$ cat src/core/tpp_pkg.sv
// Constants and types for the timed pin port bank
package tpp_pkg;
  localparam int NPORT = 5;
  localparam int NPIN = 32;
  localparam int NCLK = 6;
  localparam int PORT_W [NPORT] = '{1, 4, 8, 16, 32};
  localparam logic [3:0] REGION_PORT = 4'h0;
  localparam logic [3:0] REGION_GLB = 4'h1;
  localparam logic [2:0] W_CTRL = 3'h0;
  localparam logic [2:0] W_DATA = 3'h1;
  localparam logic [2:0] W_CMP = 3'h2;
  localparam logic [2:0] W_TIME = 3'h3;
  localparam logic [2:0] W_CNT = 3'h4;
  localparam logic [2:0] W_TSTAMP = 3'h5;
  localparam logic [2:0] W_STAT = 3'h6;
  localparam logic [2:0] W_LINK = 3'h0;
  localparam int C_EN = 0;
  localparam int C_OUT = 1;
  localparam int C_OD = 2;
  localparam int C_COND = 4;
  localparam int C_CLK = 8;
  localparam int C_SIN = 12;
  localparam int C_SOUT = 13;
  localparam int C_TIMED = 14;
  localparam int K_EXT = 8;
  localparam logic [15:0] CTRL_RST = 16'h0000;
  localparam logic [31:0] WORD_RST = 32'h0000_0000;
  localparam logic [15:0] CNT_RST = 16'h0000;
  localparam logic [8:0] CLK_RST = 9'h000;
  localparam logic [31:0] LINK_PINS = 32'hff00_0000;
  typedef enum logic [1:0] {COND_NONE, COND_EQ, COND_NEQ} tpp_cond_t;
endpackage : tpp_pkg

$ cat src/core/tpp_port_bank.sv
// Timed pin port bank with clock blocks and APB register access
//
// Added by the designer: the APB register port and the placing of the registers.
`timescale 1ns/10ps
`default_nettype none
module tpp_port_bank
  import tpp_pkg::*;
(
  input wire logic pclk, // Bus and reference clock
  input wire logic presetn, // Asynchronous reset
  input wire logic ce, // Clock enable
  input wire logic psel, // APB select
  input wire logic penable, // APB enable
  input wire logic pwrite, // APB direction
  input wire logic [11:0] paddr, // APB byte address
  input wire logic [31:0] pwdata, // APB write data
  output logic [31:0] prdata, // APB read data
  output logic pready, // APB ready
  output logic pslverr, // APB error
  input wire logic [NPIN-1:0] pin_in, // Pin levels
  output logic [NPIN-1:0] pin_out, // Pin drive values
  output logic [NPIN-1:0] pin_oe, // Pin drive enables
  input wire logic [NPORT-1:0] strobe_in, // Incoming data strobes
  output logic [NPORT-1:0] outgoing_data_strobe, // Output strobes
  output logic [NPORT-1:0] port_event // Event pulses to scheduler
);

  function automatic logic port_hit(input logic [11:0] a, input int p, input logic [2:0] w);
    return a[11:8] == REGION_PORT && a[7:5] == 3'(p) && a[4:2] == w;
  endfunction : port_hit

  function automatic logic glb_hit(input logic [11:0] a, input logic [2:0] w);
    return a[11:8] == REGION_GLB && a[7:5] == 3'h0 && a[4:2] == w;
  endfunction : glb_hit

  function automatic logic mapped(input logic [11:0] a);
    logic pm;
    logic gm;
    pm = a[11:8] == REGION_PORT && a[7:5] < 3'(NPORT) && a[4:2] != 3'h7;
    gm = a[11:8] == REGION_GLB && a[7:5] == 3'h0 && a[4:2] < 3'(NCLK);
    return pm || gm;
  endfunction : mapped

  function automatic logic [2:0] clk_idx(input logic [2:0] s);
    return (s < 3'(NCLK)) ? s : 3'h0;
  endfunction : clk_idx

  logic wr_go;
  logic rd_go;
  logic [31:0] next_prdata;
  logic link_en;
  logic [8:0] ck_cfg [1:NCLK-1];
  logic [NCLK-1:0] tick_v;
  logic ext_q;
  logic ext_rise;
  logic [NPORT-1:0] en_v;
  logic [NPORT-1:0] out_v;
  logic [NPORT-1:0] od_v;
  logic [31:0] drv_ext [NPORT];
  logic [15:0] cnt_a [NPORT];
  logic [15:0] ts_a [NPORT];
  logic [31:0] rd_port [NPORT][8];
  logic [NPIN-1:0] next_pin_out;
  logic [NPIN-1:0] next_pin_oe;
  logic found;

  assign wr_go = psel && penable && pready && pwrite;
  assign rd_go = psel && penable && pready && !pwrite;

  // Register bus slave
  always_comb begin
    next_prdata = 32'h0;
    if (paddr[11:8] == REGION_PORT && paddr[7:5] < 3'(NPORT)) begin
      next_prdata = rd_port[paddr[7:5]][paddr[4:2]];
    end else if (paddr[11:8] == REGION_GLB && paddr[7:5] == 3'h0) begin
      if (paddr[4:2] == W_LINK) begin
        next_prdata = {31'h0, link_en};
      end else if (paddr[4:2] < 3'(NCLK)) begin
        next_prdata = {23'h0, ck_cfg[paddr[4:2]]};
      end
    end
  end

  always_ff @(posedge pclk or negedge presetn) begin
    if (!presetn) begin
      pready <= 1'b0;
      prdata <= WORD_RST;
      pslverr <= 1'b0;
    end else if (ce) begin
      pready <= psel && !penable;
      if (psel && !penable) begin
        prdata <= pwrite ? WORD_RST : next_prdata;
        pslverr <= !mapped(paddr);
      end else begin
        pslverr <= 1'b0;
      end
    end
  end

  // Global link and clock block settings
  always_ff @(posedge pclk or negedge presetn) begin
    if (!presetn) begin
      link_en <= 1'b0;
      for (int k = 1; k < NCLK; k++) begin
        ck_cfg[k] <= CLK_RST;
      end
    end else if (ce && wr_go) begin
      if (glb_hit(paddr, W_LINK)) begin
        link_en <= pwdata[0];
      end
      for (int k = 1; k < NCLK; k++) begin
        if (glb_hit(paddr, 3'(k))) begin
          ck_cfg[k] <= pwdata[8:0];
        end
      end
    end
  end

  // External clock edge from the 1-bit port pin
  always_ff @(posedge pclk or negedge presetn) begin
    if (!presetn) begin
      ext_q <= 1'b0;
    end else if (ce) begin
      ext_q <= pin_in[0];
    end
  end
  assign ext_rise = pin_in[0] && !ext_q;

  // Block zero follows the reference clock
  assign tick_v[0] = 1'b1;

  for (genvar k = 1; k < NCLK; k++) begin : g_clk
    logic [7:0] dcnt;
    logic src;
    assign src = ck_cfg[k][K_EXT] ? ext_rise : 1'b1;
    assign tick_v[k] = src && dcnt >= ck_cfg[k][7:0];
    always_ff @(posedge pclk or negedge presetn) begin
      if (!presetn) begin
        dcnt <= 8'h00;
      end else if (ce && src) begin
        dcnt <= tick_v[k] ? 8'h00 : dcnt + 8'h01;
      end
    end
  end

  for (genvar g = 0; g < NPORT; g++) begin : g_port
    localparam int W = PORT_W[g];
    localparam int NSH = NPIN / W;
    localparam logic [5:0] LAST = 6'(NSH - 1);
    logic [15:0] ctrl;
    logic [31:0] cmp;
    logic [15:0] tim;
    logic [15:0] cnt;
    logic [15:0] tstamp;
    logic [31:0] xfer;
    logic [31:0] sh;
    logic [5:0] shcnt;
    logic xfull;
    logic rx_valid;
    logic evt;
    logic ostb;
    logic [W-1:0] drv;
    logic [W-1:0] smp;
    logic [NPIN+W-1:0] cat;
    logic [NPIN+W-1:0] shifted;
    logic ptick;
    logic hit;
    logic ts_ok;
    logic in_ok;
    logic out_start;
    logic in_start;
    tpp_cond_t cond;

    assign cond = tpp_cond_t'(ctrl[C_COND +: 2]);
    assign ptick = ctrl[C_EN] && tick_v[clk_idx(ctrl[C_CLK +: 3])];
    assign smp = pin_in[W-1:0];
    assign ts_ok = !ctrl[C_TIMED] || cnt == tim;
    assign in_ok = !ctrl[C_SIN] || strobe_in[g];
    assign cat = {smp, sh};
    assign shifted = cat >> W;

    always_comb begin
      unique case (cond)
        COND_EQ: hit = smp == cmp[W-1:0];
        COND_NEQ: hit = smp != cmp[W-1:0];
        default: hit = 1'b1;
      endcase
    end

    assign out_start = ctrl[C_OUT] && shcnt == 6'h00 && xfull && ts_ok;
    assign in_start = !ctrl[C_OUT] && shcnt == 6'h00 && hit && ts_ok && in_ok;

    // Software settings; a satisfied condition disarms itself
    always_ff @(posedge pclk or negedge presetn) begin
      if (!presetn) begin
        ctrl <= CTRL_RST;
        cmp <= WORD_RST;
        tim <= CNT_RST;
      end else if (ce) begin
        if (wr_go && port_hit(paddr, g, W_CTRL)) begin
          ctrl <= pwdata[15:0];
        end else if (ptick && in_start && cond != COND_NONE) begin
          ctrl[C_COND +: 2] <= 2'(COND_NONE);
        end
        if (wr_go && port_hit(paddr, g, W_CMP)) begin
          cmp <= pwdata;
        end
        if (wr_go && port_hit(paddr, g, W_TIME)) begin
          tim <= pwdata[15:0];
        end
      end
    end

    // Counter, serialiser and transfer register
    always_ff @(posedge pclk or negedge presetn) begin
      if (!presetn) begin
        cnt <= CNT_RST;
        tstamp <= CNT_RST;
        xfer <= WORD_RST;
        sh <= WORD_RST;
        shcnt <= 6'h00;
        xfull <= 1'b0;
        rx_valid <= 1'b0;
        evt <= 1'b0;
        ostb <= 1'b0;
        drv <= '0;
      end else if (ce) begin
        evt <= 1'b0;
        ostb <= 1'b0;
        if (ptick) begin
          cnt <= cnt + 16'h0001;
        end
        if (ptick && ctrl[C_OUT]) begin
          if (out_start) begin
            drv <= xfer[W-1:0];
            sh <= xfer >> W;
            shcnt <= LAST;
            xfull <= 1'b0;
            tstamp <= cnt;
            ostb <= ctrl[C_SOUT];
          end else if (shcnt != 6'h00) begin
            drv <= sh[W-1:0];
            sh <= sh >> W;
            shcnt <= shcnt - 6'h01;
            ostb <= ctrl[C_SOUT];
          end
        end
        if (rd_go && port_hit(paddr, g, W_DATA)) begin
          rx_valid <= 1'b0;
        end
        if (ptick && !ctrl[C_OUT] && (in_start || (shcnt != 6'h00 && in_ok))) begin
          sh <= shifted[NPIN-1:0];
          if (shcnt == LAST) begin
            shcnt <= 6'h00;
            xfer <= shifted[NPIN-1:0];
            rx_valid <= 1'b1;
            tstamp <= cnt;
            evt <= 1'b1;
          end else begin
            shcnt <= shcnt + 6'h01;
          end
        end
        if (wr_go && port_hit(paddr, g, W_DATA) && ctrl[C_OUT]) begin
          xfer <= pwdata;
          xfull <= 1'b1;
        end
      end
    end

    assign en_v[g] = ctrl[C_EN];
    assign out_v[g] = ctrl[C_OUT];
    assign od_v[g] = ctrl[C_OD];
    assign drv_ext[g] = 32'(drv);
    assign cnt_a[g] = cnt;
    assign ts_a[g] = tstamp;
    assign port_event[g] = evt;
    assign outgoing_data_strobe[g] = ostb;
    assign rd_port[g][W_CTRL] = {16'h0, ctrl};
    assign rd_port[g][W_DATA] = xfer;
    assign rd_port[g][W_CMP] = cmp;
    assign rd_port[g][W_TIME] = {16'h0, tim};
    assign rd_port[g][W_CNT] = {16'h0, cnt};
    assign rd_port[g][W_TSTAMP] = {16'h0, tstamp};
    assign rd_port[g][W_STAT] = {29'h0, shcnt != 6'h00, xfull, rx_valid};
    assign rd_port[g][7] = WORD_RST;
  end

  // Pin ownership: link first, then the narrowest enabled port
  always_comb begin
    next_pin_out = '0;
    next_pin_oe = '0;
    found = 1'b0;
    for (int j = 0; j < NPIN; j++) begin
      found = link_en && LINK_PINS[j];
      for (int p = 0; p < NPORT; p++) begin
        if (!found && en_v[p] && j < PORT_W[p]) begin
          found = 1'b1;
          if (out_v[p]) begin
            next_pin_out[j] = od_v[p] ? 1'b0 : drv_ext[p][j];
            next_pin_oe[j] = od_v[p] ? !drv_ext[p][j] : 1'b1;
          end
        end
      end
    end
  end

  always_ff @(posedge pclk or negedge presetn) begin
    if (!presetn) begin
      pin_out <= '0;
      pin_oe <= '0;
    end else if (ce) begin
      pin_out <= next_pin_out;
      pin_oe <= next_pin_oe;
    end
  end

  logic p4_arm;
  assign p4_arm = ce && en_v[4] && !out_v[4] && g_port[4].ctrl[C_COND +: 2] == 2'(COND_EQ)
    && g_port[4].ctrl[C_CLK +: 3] == 3'h0
    && !g_port[4].ctrl[C_TIMED] && g_port[4].shcnt == 6'h00;
endmodule : tpp_port_bank
`default_nettype wire

$ cat config.mk
export PLATFORM = sky130hd
export DESIGN_NAME = tpp_port_bank
export DESIGN_NICKNAME = d
export VERILOG_FILES = /design/src/core/tpp_pkg.sv /design/src/core/tpp_port_bank.sv
export SDC_FILE = /design/constraint.sdc
export NUM_CORES = 2
export LEC_CHECK = 0
export BUFFER_PORTS_ARGS = -buffer_cell sky130_fd_sc_hd__clkbuf_2
export CAP_MARGIN = 10
export CELL_PAD_IN_SITES_DETAIL_PLACEMENT = 1
export CELL_PAD_IN_SITES_GLOBAL_PLACEMENT = 1
export CORE_MARGIN = 5
export CORE_UTILIZATION = 45
export DETAILED_ROUTE_END_ITERATION = 10
export PLACE_DENSITY = 0.75
export REMOVE_ABC_BUFFERS = 1
export SLEW_MARGIN = 25
export SYNTH_ARGS = -nofsm -noshare
export SYNTH_HDL_FRONTEND = slang
export SYNTH_SLANG_ARGS = --single-unit
$ cat constraint.sdc
create_clock -name pclk -period 2.95 [get_ports pclk]
set_clock_uncertainty 0.05 [all_clocks]
set_input_delay 0.4425 -clock pclk [delete_from_list [all_inputs] [get_ports pclk]]
set_output_delay 0.4425 -clock pclk [all_outputs]
set_load 0.05 [all_outputs]
==> metrics.cfg <==
[run_status]
violations = setup timing
status = complete, but fails checks

[synth]
ys_seq_area_frac = 0.490
synth-seq-cells = 1096
synth_edf_count = 0
ys.flop_type = dfrtp_1
synth_top_cell_by_area = dfrtp_1
ys_types = 85
synthTopCellsByArea = dfrtp_1 (49%), mux2_2 (8.6%), mux4_2 (5.3%)
netlist_area_sq_mm = 0.0560
synthArstFlopShare = 1.00
synth_top_cell_area_share = 0.490
synth_warnings = 0
synthCells = 5270
syn_area_per_cell_sq_um = 10.6

[worst_setup_path]
crit_path_end_kind = flip-flop
crit_path_start_kind = flip-flop
cp.arrival_ns = 4.44
critPathCapture = g_port[1].sh[28]
worstPathMaxFanout = 8
reg2reg_depth = 16
regToRegSetupSlack_ns = -0.78
timing.rr.start = g_clk[5].dcnt[2]
crit_type = flip-flop to flip-flop
r2r-end = g_port[1].sh[28]
worstSetupStartpoint = g_clk[5].dcnt[2]
required_ns = 3.65

[floorplan]
fp.dieW_microns = 363
dieArea_sq_mm = 0.132
initial_utilization = 0.453
die_h_microns = 363
rows = 129
pin_count = 195
core-area_sq_mm = 0.124

[place]
preCtsSetupSlack_ns = -0.870
place_congestion = 0.963
hpwlAfterDp_microns = 163000
io_buffers = 192

[power_and_ir_drop]
p_leak_nw = 34.3
peakVddDrop_v = 0.000497
power.density_mw_per_mm2 = 499
totalPowerFinal_mw = 36.5

[timing]
rsz0062_at_grt = true
drv_slew = 0
setup_viol = 604
fmax_mhz = 268
hold_violations = 0
finalCritPeriodShare = 1.27
slew_headroom = 0.216
setup_slack_ns = -0.785
worstMarginPinSlew_ns = 1.17
final.min_clock_period_ns = 3.73

[route]
antenna_left = 0
wirelength_microns = 284000
drt_pass1_iterations = 9
drt_iter0_drc = 7817
viasPerCell = 6.94
dr_total_vias = 53700
drcViolationCount = 0
wl_per_cell_microns = 36.8

[global_routing]
grt_max_degree = 90
grt_pass1_wl_microns = 361000
overflow = 0
antenna_found_initial = 37
grt_pass1_vias = 53100
track_usage = 0.368

[clocking]
cts_max_level = 3
cts_root_buf = clkbuf_16
cts_tree = yes
clock_path_buffers = 3
clock_latency_ns = 0.85
cts.sinks = 1096
cts_made_buffers = 119
cts.clk_slew.worst_paths_ns = 0.07

[min_path]
hold_class = primary input to flip-flop

[run]
drv_cap = 0

[final_layout]
drive_gt1_frac = 0.353
syn_to_final_growth_pct = 30.4
finish.net_count = 6143

## cell type report
cell class              instances  area (sq um)
diodes                         13          32.5
clock buffers                 171          3500
clock inverters                53           931
fillers                     12600         50600
inverters                     149           563
multi-input cells            3622         29000
flip-flops and latches       1096         27400
well taps                    1637          2050
repair buffers                990          9500
## power breakdown
part	internal [mW]	switching, mW
logic	1.28	2.29
clock network	10.1	7.27
registers	15.3	0.226
total	26.7	9.79
## critical path: stages, from the launching register on
cell       delay, ns
dfrtp_1         0.47
ha_4            0.30
o21a_1          0.13
o21ai_2         0.07
o211ai_1        0.35
clkbuf_16       0.26
a211o_1         0.14
o211ai_1        0.11
buf_4           0.22
buf_6           0.14
nor3_4          0.26
buf_4           0.21
nand2_8         0.07
buf_12          0.17
buf_4           0.16
nor2_4          0.28
a22o_1          0.26
## worst min-delay path by stage
stage	startpoint	to	slack (ns)	depth (start not counted)
after detailed placement	presetn	prdata[11]	0.37	1
after CTS	pin_in[29]	g_port[4].xfer[29]	0.009	4
after global placement	presetn	prdata[11]	0.38	1
after floorplan	presetn	ck_cfg[0]	0.1	0
after global routing	pin_in[23]	g_port[4].sh[23]	0.004	4
final	pin_in[23]	g_port[4].sh[23]	0.01	4
## cell usage after synthesis, types with 78 or more instances
| library cell | n |
|---|---|
| a21oi_1 | 252 |
| a31oi_1 | 88 |
| clkbuf_1 | 318 |
| dfrtp_1 | 1096 |
| ha_1 | 78 |
| inv_1 | 148 |
| mux2_2 | 427 |
| mux2i_1 | 212 |
| mux4_2 | 132 |
| nand2_1 | 660 |
| nand3_1 | 103 |
| nor2_1 | 231 |
| nor2b_1 | 123 |
| o21ai_0 | 391 |
| o22ai_1 | 127 |
| xnor2_1 | 138 |
| xor2_1 | 93 |
## timing repair
action                                 4_1_cts  5_1_grt
buffers inserted                            55       42
gates resized for setup                    319      434
cloned                                      21       32
hold buffers                                14        0
setup endpoints to repair                  600      603
endpoints found under the hold margin      116        0
pin swaps                                   89      129
## stage by stage
step	std cells	TNS (ns)	hold WS [ns]	cell area, sq um	util
final	7731	-263.48	0.0128	73000	0.591
after CTS	7651	-136.51	0.00939	70500	0.571
after floorplan	4866	-1625.98	0.0969	54400	-
after detailed placement	7339	-266.64	0.375	63400	0.513
after global routing	7722	-281.36	0.00446	73000	0.590
after global placement	7339	-218.06	0.377	63400	0.513
## layer usage
| layer | wire (microns) | vias to the layer above | track usage |
|---|---|---|---|
| li1 | - | 20200 | - |
| met1 | 96300 | 27100 | 0.465 |
| met2 | 124000 | 4552 | 0.571 |
| met3 | 36600 | 1732 | 0.0906 |
| met4 | 27500 | 28 | 0.226 |
| met5 | 186 | - | 0 |
## cells by family after synthesis
family                     share of synthesized area
and+or+nand+nor                                0.114
AOI/OAI and AO/OA                              0.121
DFF                                            0.490
muxes                                          0.183
buffers and inverters                         0.0389
xor gates and xnor gates                      0.0361
adders and majority gates                     0.0174
## registers in the layout, summed over array words and instances (netlist names), 5 cells and up
name	flops
g_clk.dcnt	40
g_port.ostb	5
g_port.tstamp	80
g_port.cmp	160
g_port.evt	5
g_port.cnt	80
g_port.xfer	160
pin_out	32
g_port.drv	61
ck_cfg	45
g_port.shcnt	30
g_port.ctrl	80
pin_oe	32
g_port.rx_valid	5
prdata	32
g_port.xfull	5
g_port.sh	160
g_port.tim	80
## placed cells by master (no fill, tap or decap), types with 183 or more instances in the layout
cell type / synthesis / layout
clkbuf_2: 0 / 187
a21oi_1: 252 / 198
nand2_1: 660 / 598
mux2_2: 427 / 403
buf_4: 11 / 578
o21ai_0: 391 / 296
dfrtp_1: 1096 / 1094
mux2i_1: 212 / 211
nor2_1: 231 / 183
Power figures use the tool's default switching activity.
